==> config.mk <==
export PLATFORM = sky130hd
export DESIGN_NAME = scm_top
export DESIGN_NICKNAME = d
export VERILOG_FILES = /design/src/core/scm_pkg.sv /design/src/core/scm_sync.sv /design/src/core/scm_ramp.sv /design/src/core/scm_top.sv
export SDC_FILE = /design/constraint.sdc
export NUM_CORES = 1
export LEC_CHECK = 0
export BUFFER_PORTS_ARGS = -buffer_cell sky130_fd_sc_hd__buf_2
export CORE_UTILIZATION = 40
export CTS_BUF_LIST = sky130_fd_sc_hd__clkbuf_8
export DETAILED_ROUTE_END_ITERATION = 10
export PLACE_DENSITY = 0.67
export SLEW_MARGIN = 5
export SYNTH_ARGS = -nofsm -noshare
export SYNTH_HDL_FRONTEND = slang
export SYNTH_SLANG_ARGS = --single-unit
==> constraint.sdc <==
create_clock -name core_clk -period 16.6 [get_ports core_clk]
set_input_delay 0.83 -clock core_clk [delete_from_list [all_inputs] [get_ports core_clk]]
set_output_delay 0.83 -clock core_clk [all_outputs]
set_load 0.1 [all_outputs]
==> src/core/scm_pkg.sv <==
`default_nettype none
package scm_pkg;

	// ****************************************
	// Timing
	// ****************************************
	localparam int unsigned CLK_PERIOD_NS = 10;
	localparam int unsigned STRAP_SETTLE_NS = 1000;
	// Least time, so round up
	localparam int unsigned STRAP_SETTLE_CYC = (STRAP_SETTLE_NS + CLK_PERIOD_NS - 1) / CLK_PERIOD_NS;
	localparam logic [15:0] SETTLE_COUNT = 16'(STRAP_SETTLE_CYC);

	// ****************************************
	// Register map (byte addresses)
	// ****************************************
	localparam logic [7:0] REG_CTRL = 8'h00;
	localparam logic [7:0] REG_MGN_HIGH = 8'h04;
	localparam logic [7:0] REG_MGN_LOW = 8'h08;
	localparam logic [7:0] REG_RATE = 8'h0C;
	localparam logic [7:0] REG_STATUS = 8'h10;
	localparam logic [7:0] REG_TARGET = 8'h14;
	localparam logic [7:0] REG_NOMINAL = 8'h18;
	localparam logic [7:0] REG_STRAP = 8'h1C;

	localparam int unsigned CTRL_SW_EN_BIT = 0;
	localparam int unsigned CTRL_CMD_LSB = 1;
	localparam int unsigned STS_CLAMP_BIT = 0;
	localparam int unsigned STS_SETTLED_BIT = 1;
	localparam int unsigned STS_SRC_SW_BIT = 2;
	localparam int unsigned STS_RUN_BIT = 3;
	localparam int unsigned STS_CMD_LSB = 4;
	localparam int unsigned STS_FAULT_BIT = 6;
	localparam int unsigned STRAP_TRK_LSB = 8;
	localparam int unsigned STRAP_TRK_EN_BIT = 12;

	localparam logic [15:0] RATE_RESET = 16'h0001;

	// ****************************************
	// Margin and strap decoding
	// ****************************************
	typedef enum logic [1:0] {
		MGN_NOMINAL = 2'h0,
		MGN_HIGH = 2'h1,
		MGN_LOW = 2'h2
	} scm_mgn_t;

	typedef enum logic [1:0] {
		ASTRAP_LOW = 2'h0,
		ASTRAP_OPEN = 2'h1,
		ASTRAP_HIGH = 2'h2,
		ASTRAP_RES = 2'h3
	} scm_astrap_t;

	typedef enum logic [2:0] {
		PH_SETTLE = 3'h1,
		PH_LATCH = 3'h2,
		PH_RUN = 3'h4
	} scm_phase_t;

	localparam logic [6:0] ADDR_LOW = 7'h20;
	localparam logic [6:0] ADDR_OPEN = 7'h21;
	localparam logic [6:0] ADDR_HIGH = 7'h22;
	localparam logic [6:0] ADDR_MAX = 7'h3D;
	localparam logic [4:0] ADDR_RES_COUNT = 5'h1E;

	localparam int unsigned TRK_RATIO_BIT = 2;
	localparam int unsigned TRK_LIMIT_BIT = 1;
	localparam int unsigned TRK_FOLLOW_BIT = 0;
	localparam logic [4:0] CFG_TRK_FIRST = 5'h0F;
	localparam logic [4:0] CFG_TRK_LAST = 5'h11;

	localparam logic [15:0] MARGIN_DIV = 16'h0014;
	localparam logic [15:0] CEILING_DIV = 16'h000A;

endpackage
`default_nettype wire

==> src/core/scm_sync.sv <==
`default_nettype none
module scm_sync #(
	parameter int unsigned WIDTH = 1
) (
	input wire logic core_clk, // System clock
	input wire logic reset, // Async reset, active high
	input wire logic [WIDTH-1:0] d, // Asynchronous inputs
	output logic [WIDTH-1:0] q // Synchronised copy
);

	typedef struct packed {
		logic [WIDTH-1:0] meta;
		logic [WIDTH-1:0] stable;
	} scm_sync_state_t;

	scm_sync_state_t state_ff;
	scm_sync_state_t nxt_state;

	// ****************************************
	// Two-stage synchroniser
	// ****************************************
	// First stage feeds only the second stage
	always_comb begin
		nxt_state.meta = d;
		nxt_state.stable = state_ff.meta;
	end

	always_ff @(posedge core_clk or posedge reset) begin
		if (reset) begin
			state_ff <= '0;
		end else begin
			state_ff <= nxt_state;
		end
	end

	assign q = state_ff.stable;

endmodule
`default_nettype wire

==> src/core/scm_ramp.sv <==
`default_nettype none
module scm_ramp (
	input wire logic core_clk, // System clock
	input wire logic reset, // Async reset, active high
	input wire logic load, // Force value, one cycle
	input wire logic [15:0] load_val, // Value forced by load
	input wire logic run, // Stepping allowed
	input wire logic [15:0] goal, // Selected target
	input wire logic [15:0] rate, // Cycles per step
	output logic [15:0] cur, // Present target
	output logic at_goal // Present equals goal
);

	typedef struct packed {
		logic [15:0] cur;
		logic [15:0] div;
	} scm_ramp_state_t;

	scm_ramp_state_t state_ff;
	scm_ramp_state_t nxt_state;
	logic step_en;

	// ****************************************
	// Step divider and stepper
	// ****************************************
	// Rate zero behaves as one step a cycle
	assign step_en = (state_ff.div + 16'h0001 >= rate);

	always_comb begin
		nxt_state = state_ff;
		if (load) begin
			nxt_state.cur = load_val;
			nxt_state.div = '0;
		end else if (run && state_ff.cur != goal) begin
			if (step_en) begin
				nxt_state.div = '0;
				if (goal > state_ff.cur) begin
					nxt_state.cur = state_ff.cur + 16'h0001;
				end else begin
					nxt_state.cur = state_ff.cur - 16'h0001;
				end
			end else begin
				nxt_state.div = state_ff.div + 16'h0001;
			end
		end else begin
			nxt_state.div = '0;
		end
	end

	always_ff @(posedge core_clk or posedge reset) begin
		if (reset) begin
			state_ff <= '0;
		end else begin
			state_ff <= nxt_state;
		end
	end

	assign cur = state_ff.cur;
	assign at_goal = (state_ff.cur == goal);

endmodule
`default_nettype wire

==> src/core/scm_top.sv <==
// Overview of operation
// - Margin pin sampled continuously as three levels
// - Margin command from pin or software
// - Command high selects upper margin limit
// - Command low selects lower margin limit
// - Default limits nominal plus/minus five percent
// - Limits clamped at nominal plus ten percent
// - Limits, command, rate written independently
// - Soft-start strap decodes tracking ratio
// - Tracking code selects upper track limit
// - Tracking code selects ramp-down behaviour
// - Address strap low/open/high gives 0x20-0x22
// - Thirty resistor codes give 0x20-0x3D
// - Address is seven bits, right-justified
// - Management port is I2C/SMBus compatible
// - Alert line lets host skip polling
// - Event bus pins share one wire
// - Tracking ignores soft-start delay and ramp
// - Tracking active only with config strap
`default_nettype none
module scm_top (
	input wire logic core_clk, // System clock, 100 MHz
	input wire logic reset, // Async reset, active high
	input wire logic [7:0] reg_addr, // Register byte address
	input wire logic [31:0] reg_wdata, // Register write data
	input wire logic reg_wr, // Register write strobe
	input wire logic reg_rd, // Register read strobe
	output logic [31:0] reg_rdata, // Read data, cycle after strobe
	input wire logic margin_select_hi, // Margin pin above upper threshold
	input wire logic margin_select_lo, // Margin pin below lower threshold
	input wire logic [15:0] nominal_voltage_strap, // Nominal set point code
	input wire logic [1:0] address_strap_mode, // Low, open, high or resistor
	input wire logic [4:0] address_strap_rindex, // Resistor index on address strap
	input wire logic [3:0] ss_strap_rindex, // Soft-start strap resistor index
	input wire logic [4:0] cfg_strap_rindex, // Config strap index
	input wire logic power_good, // Output in regulation
	input wire logic fault_event, // Fault level from monitors
	output logic alert_line_o, // Alert pin drive value
	output logic alert_line_oe_n, // Alert pin enable, low drives
	output logic [15:0] target_code, // Output target to loop
	output logic target_settled, // Target equals selection
	output logic [6:0] smbus_addr, // Decoded device address
	output logic strap_valid, // Straps latched
	output logic track_enable, // Tracking active
	output logic track_ratio_half, // Tracking ratio 50 percent
	output logic track_limit_track_reference_input, // Upper limit is track reference
	output logic track_follow_down, // Output follows reference down
	output logic track_hold_no_decrease, // Decrease blocked until power-good
	output logic softstart_ignore // Soft-start settings unused
);

	// ****************************************
	// State
	// ****************************************
	typedef struct packed {
		scm_pkg::scm_phase_t phase;
		logic [15:0] settle;
		logic [15:0] nominal;
		logic [6:0] addr;
		logic [3:0] trk_code;
		logic trk_en;
		logic sw_en;
		scm_pkg::scm_mgn_t sw_cmd;
		logic [15:0] mgn_high;
		logic [15:0] mgn_low;
		logic [15:0] rate;
		logic clamp_flag;
		logic alert;
		logic [31:0] rdata;
	} scm_top_state_t;

	scm_top_state_t state_ff;
	scm_top_state_t nxt_state;

	logic [35:0] pins_raw;
	logic [35:0] pins_sync;
	logic mgn_hi_s;
	logic mgn_lo_s;
	logic [15:0] nom_s;
	logic [1:0] amode_s;
	logic [4:0] aidx_s;
	logic [3:0] ss_s;
	logic [4:0] cfg_s;
	logic pg_s;
	logic fault_s;

	scm_pkg::scm_mgn_t pin_cmd;
	scm_pkg::scm_mgn_t active_cmd;
	logic [15:0] ceiling;
	logic [15:0] goal;
	logic [15:0] ramp_cur;
	logic ramp_at_goal;
	logic ramp_load;
	logic running;
	logic [15:0] wr_val;
	logic [15:0] wr_clamped;
	logic [31:0] status_word;

	// ****************************************
	// Helpers
	// ****************************************
	function automatic logic [15:0] clamp_to(input logic [15:0] value, input logic [15:0] limit);
		clamp_to = (value > limit) ? limit : value;
	endfunction

	function automatic logic [15:0] ceiling_of(input logic [15:0] nom);
		logic [16:0] sum;
		sum = {1'b0, nom} + {1'b0, nom / scm_pkg::CEILING_DIV};
		// Saturate rather than wrap near full scale
		ceiling_of = sum[16] ? 16'hFFFF : sum[15:0];
	endfunction

	function automatic logic [6:0] decode_addr(input logic [1:0] mode, input logic [4:0] idx);
		case (mode)
			scm_pkg::ASTRAP_LOW: decode_addr = scm_pkg::ADDR_LOW;
			scm_pkg::ASTRAP_OPEN: decode_addr = scm_pkg::ADDR_OPEN;
			scm_pkg::ASTRAP_HIGH: decode_addr = scm_pkg::ADDR_HIGH;
			default: begin
				if (idx < scm_pkg::ADDR_RES_COUNT) begin
					decode_addr = scm_pkg::ADDR_LOW + {2'h0, idx};
				end else begin
					decode_addr = scm_pkg::ADDR_MAX;
				end
			end
		endcase
	endfunction

	// ****************************************
	// Pin synchronisation
	// ****************************************
	assign pins_raw = {margin_select_hi, margin_select_lo, nominal_voltage_strap, address_strap_mode,
		address_strap_rindex, ss_strap_rindex, cfg_strap_rindex, power_good, fault_event};

	scm_sync #(
		.WIDTH(36)
	) u_pin_sync (
		.core_clk(core_clk),
		.reset(reset),
		.d(pins_raw),
		.q(pins_sync)
	);

	assign {mgn_hi_s, mgn_lo_s, nom_s, amode_s, aidx_s, ss_s, cfg_s, pg_s, fault_s} = pins_sync;

	// ****************************************
	// Margin command selection
	// ****************************************
	// three-level pin decode
	always_comb begin
		if (mgn_hi_s && !mgn_lo_s) begin
			pin_cmd = scm_pkg::MGN_HIGH;
		end else if (mgn_lo_s && !mgn_hi_s) begin
			pin_cmd = scm_pkg::MGN_LOW;
		end else begin
			pin_cmd = scm_pkg::MGN_NOMINAL;
		end
	end

	assign active_cmd = state_ff.sw_en ? state_ff.sw_cmd : pin_cmd;
	assign ceiling = ceiling_of(state_ff.nominal);
	assign running = (state_ff.phase == scm_pkg::PH_RUN);

	always_comb begin
		case (active_cmd)
			scm_pkg::MGN_HIGH: goal = state_ff.mgn_high;
			scm_pkg::MGN_LOW: goal = state_ff.mgn_low;
			default: goal = state_ff.nominal;
		endcase
		goal = clamp_to(goal, ceiling);
	end

	assign ramp_load = (state_ff.phase == scm_pkg::PH_LATCH);

	scm_ramp u_ramp (
		.core_clk(core_clk),
		.reset(reset),
		.load(ramp_load),
		.load_val(nom_s),
		.run(running),
		.goal(goal),
		.rate(state_ff.rate),
		.cur(ramp_cur),
		.at_goal(ramp_at_goal)
	);

	// ****************************************
	// Register access
	// ****************************************
	assign wr_val = reg_wdata[15:0];
	assign wr_clamped = clamp_to(wr_val, ceiling);

	always_comb begin
		status_word = '0;
		status_word[scm_pkg::STS_CLAMP_BIT] = state_ff.clamp_flag;
		status_word[scm_pkg::STS_SETTLED_BIT] = ramp_at_goal && running;
		status_word[scm_pkg::STS_SRC_SW_BIT] = state_ff.sw_en;
		status_word[scm_pkg::STS_RUN_BIT] = running;
		status_word[scm_pkg::STS_CMD_LSB +: 2] = active_cmd;
		status_word[scm_pkg::STS_FAULT_BIT] = fault_s;
	end

	// ****************************************
	// Next state
	// ****************************************
	always_comb begin
		nxt_state = state_ff;
		nxt_state.rdata = '0;

		case (state_ff.phase)
			scm_pkg::PH_SETTLE: begin
				// Let strap levels settle before capture
				if (state_ff.settle >= scm_pkg::SETTLE_COUNT) begin
					nxt_state.phase = scm_pkg::PH_LATCH;
				end else begin
					nxt_state.settle = state_ff.settle + 16'h0001;
				end
			end
			scm_pkg::PH_LATCH: begin
				nxt_state.nominal = nom_s;
				nxt_state.addr = decode_addr(amode_s, aidx_s);
				nxt_state.trk_code = ss_s;
				nxt_state.trk_en = (cfg_s >= scm_pkg::CFG_TRK_FIRST) && (cfg_s <= scm_pkg::CFG_TRK_LAST);
				nxt_state.mgn_high = clamp_to(nom_s + nom_s / scm_pkg::MARGIN_DIV, ceiling_of(nom_s));
				nxt_state.mgn_low = nom_s - nom_s / scm_pkg::MARGIN_DIV;
				nxt_state.phase = scm_pkg::PH_RUN;
			end
			scm_pkg::PH_RUN: begin
				nxt_state.phase = scm_pkg::PH_RUN;
			end
			default: begin
				nxt_state.phase = scm_pkg::PH_SETTLE;
			end
		endcase

		// host path behind SMBus front end
		if (reg_wr && running) begin
			case (reg_addr)
				scm_pkg::REG_CTRL: begin
					nxt_state.sw_en = reg_wdata[scm_pkg::CTRL_SW_EN_BIT];
					if (reg_wdata[scm_pkg::CTRL_CMD_LSB +: 2] == scm_pkg::MGN_HIGH) begin
						nxt_state.sw_cmd = scm_pkg::MGN_HIGH;
					end else if (reg_wdata[scm_pkg::CTRL_CMD_LSB +: 2] == scm_pkg::MGN_LOW) begin
						nxt_state.sw_cmd = scm_pkg::MGN_LOW;
					end else begin
						nxt_state.sw_cmd = scm_pkg::MGN_NOMINAL;
					end
				end
				scm_pkg::REG_MGN_HIGH: begin
					nxt_state.mgn_high = wr_clamped;
				end
				scm_pkg::REG_MGN_LOW: begin
					nxt_state.mgn_low = wr_clamped;
				end
				scm_pkg::REG_RATE: begin
					nxt_state.rate = wr_val;
				end
				scm_pkg::REG_STATUS: begin
					if (reg_wdata[scm_pkg::STS_CLAMP_BIT]) begin
						nxt_state.clamp_flag = 1'b0;
					end
				end
				default: begin
					nxt_state.clamp_flag = state_ff.clamp_flag;
				end
			endcase
		end

		if (reg_wr && running && (reg_addr == scm_pkg::REG_MGN_HIGH || reg_addr == scm_pkg::REG_MGN_LOW)
			&& wr_val > ceiling) begin
			nxt_state.clamp_flag = 1'b1;
		end

		nxt_state.alert = nxt_state.clamp_flag || fault_s;

		if (reg_rd) begin
			case (reg_addr)
				scm_pkg::REG_CTRL: begin
					nxt_state.rdata[scm_pkg::CTRL_SW_EN_BIT] = state_ff.sw_en;
					nxt_state.rdata[scm_pkg::CTRL_CMD_LSB +: 2] = state_ff.sw_cmd;
				end
				scm_pkg::REG_MGN_HIGH: nxt_state.rdata[15:0] = state_ff.mgn_high;
				scm_pkg::REG_MGN_LOW: nxt_state.rdata[15:0] = state_ff.mgn_low;
				scm_pkg::REG_RATE: nxt_state.rdata[15:0] = state_ff.rate;
				scm_pkg::REG_STATUS: nxt_state.rdata = status_word;
				scm_pkg::REG_TARGET: nxt_state.rdata[15:0] = ramp_cur;
				scm_pkg::REG_NOMINAL: nxt_state.rdata[15:0] = state_ff.nominal;
				scm_pkg::REG_STRAP: begin
					nxt_state.rdata[6:0] = state_ff.addr;
					nxt_state.rdata[scm_pkg::STRAP_TRK_LSB +: 4] = state_ff.trk_code;
					nxt_state.rdata[scm_pkg::STRAP_TRK_EN_BIT] = state_ff.trk_en;
				end
				default: nxt_state.rdata = '0;
			endcase
		end
	end

	always_ff @(posedge core_clk or posedge reset) begin
		if (reset) begin
			state_ff <= '0;
			state_ff.phase <= scm_pkg::PH_SETTLE;
			state_ff.sw_cmd <= scm_pkg::MGN_NOMINAL;
			state_ff.rate <= scm_pkg::RATE_RESET;
		end else begin
			state_ff <= nxt_state;
		end
	end

	// ****************************************
	// Outputs
	// ****************************************
	assign reg_rdata = state_ff.rdata;
	// shared wired line, pull low
	// Open drain: only ever pulls low
	assign alert_line_o = 1'b0;
	assign alert_line_oe_n = ~state_ff.alert;
	assign target_code = ramp_cur;
	assign target_settled = ramp_at_goal && running;
	assign smbus_addr = state_ff.addr;
	assign strap_valid = running;

	assign track_enable = state_ff.trk_en;
	assign track_ratio_half = state_ff.trk_en && state_ff.trk_code[scm_pkg::TRK_RATIO_BIT];
	assign track_limit_track_reference_input = state_ff.trk_en && state_ff.trk_code[scm_pkg::TRK_LIMIT_BIT];
	// follow down or hold until power-good
	assign track_follow_down = state_ff.trk_en && state_ff.trk_code[scm_pkg::TRK_FOLLOW_BIT];
	assign track_hold_no_decrease = state_ff.trk_en && !state_ff.trk_code[scm_pkg::TRK_FOLLOW_BIT] && !pg_s;
	assign softstart_ignore = state_ff.trk_en;

endmodule
`default_nettype wire

==> results of run 1 <==
[cell type report]
| class | instances | area (um2) | share of cell area, % |
|---|---|---|---|
| Clock buffer | 48 | 661 | 3.36 |
| Clock inverter | 21 | 191 | 0.972 |
| Inverter | 143 | 547 | 2.78 |
| Multi-Input combinational cell | 1626 | 11300 | 57.5 |
| Sequential cell | 219 | 5490 | 27.9 |
| Tap cell | 592 | 741 | 3.76 |
| Timing Repair Buffer | 135 | 738 | 3.75 |
[power by group through the flow]
stage          registers (mW)  clock network, mW  logic [mW]
2_1_floorplan           0.557                  0       0.474
3_3_place_gp            0.564                  0       0.581
3_5_place_dp            0.565                  0       0.602
4_1_cts                 0.555              0.567       0.605
5_1_grt                 0.557              0.592       0.681
6_report                0.556              0.551       0.611
[flip-flops by register name, summed over array words and instances, names as in the netlist]
signal                flops
state_ff                 92
u_pin_sync.nxt_state     36
u_pin_sync.q             36
reg_rdata                16
u_ramp.cur               16
u_ramp.state_ff          16
smbus_addr                6
softstart_ignore          1
[worst paths after layout]
check,start,to,slack (ns),cells past startpoint
max,state_ff[107],u_ramp.cur[14],1.21,77
max reg2reg,state_ff[107],u_ramp.cur[14],1.21,77
min reg2reg,u_pin_sync.nxt_state[29],u_pin_sync.q[29],0.34,0
min,u_pin_sync.nxt_state[29],u_pin_sync.q[29],0.34,0
min in group asynchronous,reset,u_pin_sync.nxt_state[30],0.45,2
max in group asynchronous,reset,u_ramp.state_ff[4],14.43,3
[cell usage in the layout, fill, tap and decap left out, types with 8 or more instances in the layout]
cell type,Yosys,routed
a222oi_1,10,10
inv_1,134,141
a21o_1,44,44
dfrtp_1,217,212
xor2_1,20,20
a211oi_1,36,36
a21oi_1,139,139
o211ai_1,23,23
nand3_1,47,47
o21ai_1,13,13
nor2_1,179,179
nor3b_1,10,9
buf_4,61,25
a211o_1,9,9
and2_1,14,14
buf_2,21,110
nand4_1,24,24
nand2b_1,29,29
o221ai_1,9,9
ha_1,148,148
o21ai_0,135,135
conb_1,1,18
o31ai_1,8,8
nor3_1,38,38
nor4_1,15,14
or2_2,8,8
clkbuf_8,0,48
a31oi_1,22,22
xnor2_1,70,70
and3_1,37,37
o21a_1,12,12
a221o_1,18,18
nand2_1,150,150
a221oi_1,16,16
o21bai_1,32,32
mux2_2,20,20
a22oi_1,49,49
mux2i_1,16,16
nor2b_1,29,29
[metrics by stage]
stage	hold slack (ns)	std cells	utilization, %
after floorplan	0.331	2173	-
after global placement	0.331	2715	42.2
after detailed placement	0.335	2715	42.2
after CTS	0.306	2784	44.1
after global routing	0.317	2784	44.1
final	0.337	2784	44.1
[synthesized netlist by cell type (38+ instances only)]
cell	count
nor3_1	38
clkbuf_1	91
dfrtp_1	217
buf_4	61
nand2_1	150
inv_1	134
o21ai_0	135
a22oi_1	49
nor2_1	179
ha_1	148
xnor2_1	70
a21o_1	44
nand3_1	47
a21oi_1	139
[what timing repair did]
item / in CTS / in global routing
resized for setup: 0 / 8
buffers inserted: 0 / 0
setup endpoints to repair: 0 / 4
hold buffers: 0 / 0
[kinds of logic after synthesis]
kind of cell               count (synthesis)  synth area share (%)
other                                      1                0.0206
AOI/OAI and AO/OA                        679                  26.1
and+or+nand+nor                          641                  17.7
xor gates and xnor gates                  93                  4.59
muxes                                     36                  2.11
buffers and inverters                    328                  8.37
adders and majority gates                159                  11.0
DFF                                      219                  30.1
[metal layers]
layer,up-vias,part of all wire (%),GRT usage (%)
li1,7835,-,-
met1,7980,43,30.1
met2,534,47,37.5
met3,95,6.4,3.85
met4,0,3.4,8.13
met5,-,0,0
[worst max-delay path: cells and delay by family (launching register included)]
kind | cells | cell delay, ns
DFF | 1 | 0.63
adders and majority gates | 5 | 1.47
AOI/OAI and AO/OA | 44 | 8.97
and+or+nand+nor | 22 | 3.15
buffers and inverters | 4 | 0.61
xor gates and xnor gates | 1 | 0.09
muxes | 1 | 0.31
==> results.sh, run 1 <==
export IMPL_netlist_instances=2156
export IMPL_n_antenna_cell=0
export IMPL_cts_max_level=2
export IMPL_drc_errors=0
export IMPL_port_buffers=110
export IMPL_cts_buffers=40
export IMPL_rows=77
export IMPL_drtAntennaViolNets=0
export IMPL_cap_viol_max_count=0
export IMPL_worstPathArrival_ns=15.83
export IMPL_synth_area_top_cells="dfrtp_1 30%, ha_1 10%, a21oi_1 3.8%"
export IMPL_route_vias_total=16400
export IMPL_cts_tree="built"
export IMPL_netlist_area_leader_share_pct=29.8
export IMPL_vdd_drop_max_mv=0.0509
export IMPL_setup_slack_ns=1.21
export IMPL_ys_seq_area_share_pct=30.1
export IMPL_yosys_warnings=0
export IMPL_routed_via_density=5.91
export IMPL_clockBufferDepth=3
export IMPL_startpoint_type="flop"
export IMPL_finClkSkew_ns=0.0434
export IMPL_fin_nets=2398
export IMPL_overflow=0
export IMPL_power_total_mw=1.72
export IMPL_pwr_share_seq_pct=32.3
export IMPL_io_pins=145
export IMPL_antenna_found_initial=0
export IMPL_syn_cell_area_um2=18200
export IMPL_die_area_um2=46500
export IMPL_clk_pin_slew_worst_paths_ns=0.06
export IMPL_layout_min_cycle_time_ns=15.39
export IMPL_worst_pin_slew_ns=1.21
export IMPL_synth_ff_type="dfrtp_1"
export IMPL_coreArea_um2=44600
export IMPL_final_cell_area_um2=19700
export IMPL_pre_cts_slack_ns=0.911
export IMPL_first_iter_violations=1630
export IMPL_slowest_delay_ns=0.63
export IMPL_power_density_nw_per_um2=87.3
export IMPL_grt_pass1_vias=15700
export IMPL_hpwl_mm=40.3
export IMPL_syn_avg_cell_area_um2=8.46
export IMPL_maxSlewViolCount=0
export IMPL_required_ns=17.04
export IMPL_dr_pass1_iters=7
export IMPL_p_clk_share_pct=32.1
export IMPL_finalHoldViolations=0
export IMPL_setup_viol=0
export IMPL_start_util_pct=40.9
export IMPL_crit_type="flop to flop"
export IMPL_ys_async_sr_fraction_pct=100
export IMPL_clkLatencyLatePin_ns=0.60
export IMPL_power_internal_mw=1.09
export IMPL_wirelength_mm=54.1
export IMPL_grt_usage_pct=22.8
export IMPL_slew_headroom_pct=18.9
export IMPL_synth_distinct_cells=121
export IMPL_ys_ff_latch=219
export IMPL_fp_dieH_um=216
export IMPL_final_period_utilization_pct=92.7
export IMPL_grt_start_max_net_pins=134
export IMPL_wl_per_cell_um=19.4
export IMPL_setup_tns_final_ns=0
export IMPL_crit_top_cell="a21oi_1"
export IMPL_clockRootBuffer="clkbuf_8"
export IMPL_die_w_um=216
export IMPL_cp_max_fo=19
export IMPL_place_congestion=0.943
export IMPL_run_status="finished, final reports clean"
export IMPL_drive_gt1_share_pct=13.4
export IMPL_crit_path_top_delay_cell="dfrtp_2"
export IMPL_fillers=4350
export IMPL_synth_edf_count=0
export IMPL_switchingPower_uw=624
export IMPL_rsz0062_at_grt="false"
export IMPL_p_leak_nw=8.99
export IMPL_end_kind="flop"
export IMPL_post_dp_cell_area_um2=18800
export IMPL_grt_pass1_wl_mm=85.2
export IMPL_max_freq_mhz=65.0
export IMPL_cts_sinks=219
export IMPL_area_delta_synth_final_pct=7.92
export IMPL_synth_top_area_cell="dfrtp_1"
export IMPL_swShare_pct=36.3
export IMPL_hp_class="flop to flop"
export IMPL_comb_power_share_pct=35.6
Power figures use the tool's default switching activity.
==> inputs of run 2 (changes only) <==
--- a/config.mk
+++ b/config.mk
@@ -5,9 +5,11 @@
 export SDC_FILE = /design/constraint.sdc
 export NUM_CORES = 1
 export LEC_CHECK = 0
+export ABC_AREA = 1
 export BUFFER_PORTS_ARGS = -buffer_cell sky130_fd_sc_hd__buf_2
 export CORE_UTILIZATION = 40
 export CTS_BUF_LIST = sky130_fd_sc_hd__clkbuf_8
+export CTS_CLUSTER_DIAMETER = 60
 export DETAILED_ROUTE_END_ITERATION = 10
 export PLACE_DENSITY = 0.67
 export SLEW_MARGIN = 5
==> run 2 against run 1 <==
  * Global-route usage is 0.48 points lower
  * Critical endpoint unchanged
  * Largest power group unchanged
  * Worst setup slack better by 0.98 ns
  * Largest cell class unchanged
  * Sequential cell count stayed put
  * Register-to-register slack better by 0.98 ns
  * Non-clock buffer count is 18 lower
  * Cell count is 0.57% lower
  * Power is 12% higher
  * Area after synthesis is 9.9% lower
==> results.sh, run 2 <==
export IMPL_final_cell_mix="363 x nand2_1, 335 x inv_1, 217 x dfrtp_1, 169 x o21ai_0, 153 x a21oi_1"
export IMPL_grt_usage_pct=22.3
export IMPL_grt_start_max_net_pins=92
export IMPL_synth_compound_area_share_pct=17.9
export IMPL_synth_area_top_cells="dfrtp_1 33%, ha_1 11%, nand2_1 8.3%"
export IMPL_cts_sinks=219
export IMPL_worstPathArrival_ns=14.89
export IMPL_fin_hold_ws_ns=0.293
export IMPL_rr_endpoint="u_ramp.cur[14]"
export IMPL_largest_reg_flops=92
export IMPL_maxSlewViolCount=0
export IMPL_final_period_utilization_pct=86.8
export IMPL_r2r_cells=108
export IMPL_wl_per_cell_um=16.7
export IMPL_io_pins=145
export IMPL_rows=73
export IMPL_required_ns=17.08
export IMPL_vdd_drop_max_mv=0.0690
export IMPL_wirelength_mm=46.2
export IMPL_die_w_um=205
export IMPL_crit_path_top_delay_cell="nand2_1"
export IMPL_p_leak_nw=9.46
export IMPL_cts_max_level=2
export IMPL_cts_resized=0
export IMPL_place_congestion=0.991
export IMPL_slew_headroom_pct=25.1
export IMPL_worst_pin_slew_ns=1.12
export IMPL_setup_viol=0
export IMPL_synth_area_mux_share_pct=0
export IMPL_ctsHoldBuffers=0
export IMPL_syn_cell_area_um2=16400
export IMPL_synth_top_area_cell="dfrtp_1"
export IMPL_hp_class="input pin to asynchronous set/reset pin"
export IMPL_cp_max_fo=32
export IMPL_synthSimpleGateAreaFrac_pct=22.0
export IMPL_syn_avg_cell_area_um2=7.64
export IMPL_yosys_warnings=0
export IMPL_startpoint_type="flop"
export IMPL_end_kind="flop"
export IMPL_clockRootBuffer="clkbuf_8"
export IMPL_multiInputGateArea_um2=9060
export IMPL_cts_tree="built"
export IMPL_cp_top_family="simple AND/OR/NAND/NOR gates"
export IMPL_grt_pass1_wl_mm=73.3
export IMPL_netlist_instances=2152
export IMPL_crit_type="flop to flop"
export IMPL_synth_distinct_cells=61
export IMPL_synth_most_common_cell="nand2_1"
export IMPL_hpwl_mm=36.6
export IMPL_netlist_area_leader_share_pct=33.0
export IMPL_rsz0062_at_grt="false"
export IMPL_dr_pass1_iters=5
export IMPL_ys_seq_area_share_pct=33.4
export IMPL_synth_top_family_by_area="simple AND/OR/NAND/NOR gates"
export IMPL_regMostFlops="state_ff"
export IMPL_finClkSkew_ns=0.0316
export IMPL_ys_async_sr_fraction_pct=100
export IMPL_crit_top_cell="nand2_1"
export IMPL_area_delta_synth_final_pct=9.71
export IMPL_ff2ff_setup_slack_ns=2.19
export IMPL_ys_ff_latch=219
export IMPL_drtAntennaViolNets=0
export IMPL_routed_via_density=5.25
export IMPL_synth_xor_area_share_pct=2.93
export IMPL_path_buf_inv=16
export IMPL_seq_area_um2=5480
export IMPL_synth_adder_area_share_pct=11.9
export IMPL_die_area_um2=41900
export IMPL_fp_dieH_um=205
export IMPL_max_freq_mhz=69.4
export IMPL_grt_pass1_vias=14100
export IMPL_synth_top_cells_by_count="363 x nand2_1, 328 x inv_1, 217 x dfrtp_1, 169 x o21ai_0, 153 x a21oi_1"
export IMPL_reg2reg_from="state_ff[110]"
export IMPL_power_density_nw_per_um2=107
export IMPL_start_util_pct=41.0
export IMPL_coreArea_um2=40100
export IMPL_synth_ff_type="dfrtp_1"
export IMPL_synth_edf_count=0
export IMPL_cts_setup_buffers=0
export IMPL_run_status="finished, final reports clean"
export IMPL_cts_buffers=41
export IMPL_layout_min_cycle_time_ns=14.41
export IMPL_first_iter_violations=1167
export IMPL_drive_gt1_share_pct=13.9
export IMPL_cap_viol_max_count=0
export IMPL_drc_errors=0
export IMPL_fillers=3974
export IMPL_slowest_delay_ns=0.66
export IMPL_route_vias_total=14500
export IMPL_finalHoldViolations=0
export IMPL_layout_commonest_cell="nand2_1"
export IMPL_port_buffers=110
export IMPL_clockBufferDepth=3
export IMPL_antenna_found_initial=1
export IMPL_clk_pin_slew_worst_paths_ns=0.06
export IMPL_setup_tns_final_ns=0
export IMPL_fin_nets=2449
export IMPL_clkLatencyLatePin_ns=0.63
export IMPL_n_antenna_cell=0
export IMPL_overflow=0
[run 2: changes by cell type in the layout (fill, tap and decap cells not counted), moves of 31 or more]
cell / before / now
and3_1: 37 / 1
o22ai_1: 3 / 35
a21o_1: 44 / 5
a22oi_1: 49 / 1
nand2_2: 1 / 50
inv_1: 141 / 335
nor2_1: 179 / 133
nand3_1: 47 / 117
a211oi_1: 36 / 5
nand2_1: 150 / 363
xnor2_1: 70 / 8
o21ai_0: 135 / 169
[run 2: report_power, final]
part / switching [mW] / total (mW) / internal (mW)
Sequential: 0.00724 / 0.551 / 0.543
Combinational: 0.511 / 0.794 / 0.283
Clock: 0.250 / 0.588 / 0.338
Total: 0.768 / 1.93 / 1.16
[run 2: area by class of cell]
type	count	area share, %
Tap cell	525	3.64
Clock buffer	50	3.82
Sequential cell	219	30.4
Inverter	349	7.31
Clock inverter	20	1.26
Timing Repair Buffer	117	3.34
Multi-Input combinational cell	1488	50.2
[run 2: kinds of logic after synthesis]
kind of cell    count (synthesis)
simple gates                  771
compound gates                491
buf+inv                       462
flops                         219
fa+ha+maj                     153
xor+xnor                       55
other cells                     1
[run 2: metrics by stage]
step | power, mW | setup slack (ns) | cell area, um2 | cells | util [%]
after global routing | 2.09 | 0.569 | 18000 | 2768 | 45.0
after detailed placement | 1.35 | 2.42 | 17100 | 2698 | 42.7
after CTS | 1.95 | 2.35 | 18000 | 2768 | 45.0
after global placement | 1.33 | 2.86 | 17100 | 2698 | 42.7
final | 1.93 | 2.19 | 18000 | 2768 | 45.0
after floorplan | 1.19 | 5.06 | 16500 | 2169 | -
[run 2: worst max path at each step]
stage	slack, ns	startpoint	cells after the start	to
5_1_grt	0.57	state_ff[110]	108	u_ramp.cur[14]
3_5_place_dp	2.42	state_ff[110]	108	u_ramp.cur[14]
3_3_place_gp	2.86	state_ff[110]	108	u_ramp.cur[14]
2_1_floorplan	5.06	state_ff[112]	110	u_ramp.cur[14]
6_report	2.19	state_ff[110]	108	u_ramp.cur[14]
4_1_cts	2.35	state_ff[110]	108	u_ramp.cur[14]
[run 2: routing by layer]
layer / track usage (%) / vias up / wire, um / part of all wire [%]
li1: - / 7207 / - / -
met3: 3.52 / 88 / 2950 / 6.4
met2: 35.8 / 424 / 21100 / 46
met1: 29.8 / 6820 / 20400 / 44
met5: 0 / - / 0 / 0
met4: 9.30 / 0 / 1790 / 3.9
==> inputs of run 3 (changes only) <==
--- a/config.mk
+++ b/config.mk
@@ -7,11 +7,13 @@
 export LEC_CHECK = 0
 export ABC_AREA = 1
 export BUFFER_PORTS_ARGS = -buffer_cell sky130_fd_sc_hd__buf_2
+export CELL_PAD_IN_SITES_DETAIL_PLACEMENT = 0
+export CELL_PAD_IN_SITES_GLOBAL_PLACEMENT = 1
 export CORE_UTILIZATION = 40
 export CTS_BUF_LIST = sky130_fd_sc_hd__clkbuf_8
 export CTS_CLUSTER_DIAMETER = 60
 export DETAILED_ROUTE_END_ITERATION = 10
-export PLACE_DENSITY = 0.67
+export PLACE_DENSITY = 0.83
 export SLEW_MARGIN = 5
 export SYNTH_ARGS = -nofsm -noshare
 export SYNTH_HDL_FRONTEND = slang
==> run 3 against run 2 <==
  * Worst setup slack better by 0.042 ns
  * Via count grew 0.52%
  * Routed wire length rose by 1.9%
  * Cell count is 0.29% higher
  * Maximum frequency grew 0.29%
  * Cell area is 0.34% higher
==> results.sh, run 3 (synthesized netlist as in run 2, its figures left out) <==
export IMPL_finClkSkew_ns=0.0363
export IMPL_grt_pass1_vias=14000
export IMPL_maxSlewViolCount=0
export IMPL_reg2reg_from="state_ff[110]"
export IMPL_antenna_found_initial=0
export IMPL_hp_class="input pin to asynchronous set/reset pin"
export IMPL_fillers=4004
export IMPL_crit_top_cell="nand2_1"
export IMPL_fin_hold_ws_ns=0.303
export IMPL_run_status="finished, final reports clean"
export IMPL_clockBufferDepth=3
export IMPL_slew_headroom_pct=24.3
export IMPL_cts_resized=0
export IMPL_ctsHoldBuffers=0
export IMPL_drc_errors=0
export IMPL_cts_tree="built"
export IMPL_worstPathArrival_ns=14.82
export IMPL_crit_path_top_delay_cell="nand2_1"
export IMPL_rows=73
export IMPL_dr_pass1_iters=5
export IMPL_power_total_mw=1.97
export IMPL_grt_usage_pct=22.8
export IMPL_largest_reg_flops=92
export IMPL_cts_buffers=42
export IMPL_cap_viol_max_count=0
export IMPL_critPathCapture="u_ramp.cur[14]"
export IMPL_fp_dieH_um=205
export IMPL_io_pins=145
export IMPL_drive_gt1_share_pct=14.1
export IMPL_fin_nets=2450
export IMPL_final_cell_mix="363 x nand2_1, 337 x inv_1, 217 x dfrtp_1, 169 x o21ai_0, 153 x a21oi_1"
export IMPL_die_area_um2=41900
export IMPL_final_util_pct=45.1
export IMPL_wl_per_cell_um=16.9
export IMPL_port_buffers=110
export IMPL_start_util_pct=41.0
export IMPL_rsz0062_at_grt="false"
export IMPL_slowest_delay_ns=0.62
export IMPL_route_vias_total=14600
export IMPL_hpwl_mm=37.4
export IMPL_regMostFlops="state_ff"
export IMPL_layout_commonest_cell="nand2_1"
export IMPL_final_period_utilization_pct=86.5
export IMPL_layout_min_cycle_time_ns=14.37
export IMPL_ff2ff_setup_slack_ns=2.23
export IMPL_max_freq_mhz=69.6
export IMPL_cts_max_level=2
export IMPL_multiInputGateArea_um2=9060
export IMPL_finalHoldViolations=0
export IMPL_seq_area_um2=5480
export IMPL_r2r_cells=106
export IMPL_rr_endpoint="u_ramp.cur[14]"
export IMPL_wirelength_mm=47.1
export IMPL_p_leak_nw=9.50
export IMPL_clockRootBuffer="clkbuf_8"
export IMPL_routed_via_density=5.26
export IMPL_area_delta_synth_final_pct=10.1
export IMPL_n_antenna_cell=0
export IMPL_crit_type="flop to flop"
export IMPL_first_iter_violations=999
export IMPL_overflow=0
export IMPL_coreArea_um2=40100
export IMPL_place_congestion=0.995
export IMPL_die_w_um=205
export IMPL_vdd_drop_max_mv=0.0716
export IMPL_setup_viol=0
export IMPL_clk_pin_slew_worst_paths_ns=0.06
export IMPL_drtAntennaViolNets=0
export IMPL_end_kind="flop"
export IMPL_power_density_nw_per_um2=109
export IMPL_cts_sinks=219
export IMPL_startpoint_type="flop"
export IMPL_worst_pin_slew_ns=1.13
export IMPL_cp_max_fo=32
export IMPL_clkLatencyLatePin_ns=0.63
export IMPL_grt_start_max_net_pins=88
export IMPL_startpoint="state_ff[110]"
export IMPL_cts_setup_buffers=0
export IMPL_setup_tns_final_ns=0
export IMPL_grt_pass1_wl_mm=74.3
export IMPL_required_ns=17.06
run 3: cell type report:
class                      count  area share (%)
multi-input combinational   1488            50.1
inverter                     349            7.28
sequential                   219            30.3
clock inverter                26            1.44
tap                          525            3.63
clock buffer                  52            3.96
timing repair buffer         117            3.33
run 3: worst min-delay path by stage:
stage                             start  cells past startpoint                  endpoint  slack (ns)
3_3_place_gp    u_pin_sync.nxt_state[1]                      0           u_pin_sync.q[1]        0.33
4_1_cts        nominal_voltage_strap[8]                      1  u_pin_sync.nxt_state[26]        0.26
6_report                          reset                      2             state_ff[116]        0.30
3_5_place_dp   u_pin_sync.nxt_state[24]                      0          u_pin_sync.q[24]        0.33
2_1_floorplan   u_pin_sync.nxt_state[0]                      0           u_pin_sync.q[0]        0.33
5_1_grt        nominal_voltage_strap[7]                      1  u_pin_sync.nxt_state[25]        0.27
run 3: per-layer routing:
layer	vias up	part of all wire [%]	track usage [%]	wire length (um)
met5	-	0	0	0
met3	72	5.3	3.36	2490
met4	0	3.8	9.41	1780
li1	7218	-	-	-
met2	384	46	36.7	21600
met1	6940	45	30.5	21100
run 3: power by group:
part	switching (mW)	total [mW]	internal [mW]
Combinational	0.517	0.799	0.282
Sequential	0.00758	0.551	0.543
Clock	0.263	0.618	0.354
Total	0.788	1.97	1.18
run 3: per-stage QoR:
step	setup slack (ns)	cells	area, um2
detailed placement	2.41	2698	17100
finish	2.23	2776	18100
CTS	2.29	2776	18100
global route	0.476	2776	18100
global placement	2.75	2698	17100
floorplan	5.06	2169	16500
run 3: worst max-delay path, delay by kind of cell, from the launching register on:
family / cells / cell delay, ns
AND/OR/NAND/NOR: 61 / 6.91
AO/OA/AOI/OAI: 23 / 3.82
adder cells (fa/ha/maj): 5 / 1.43
buffers and inverters: 16 / 1.34
flip-flops: 1 / 0.53
XOR/XNOR: 1 / 0.14
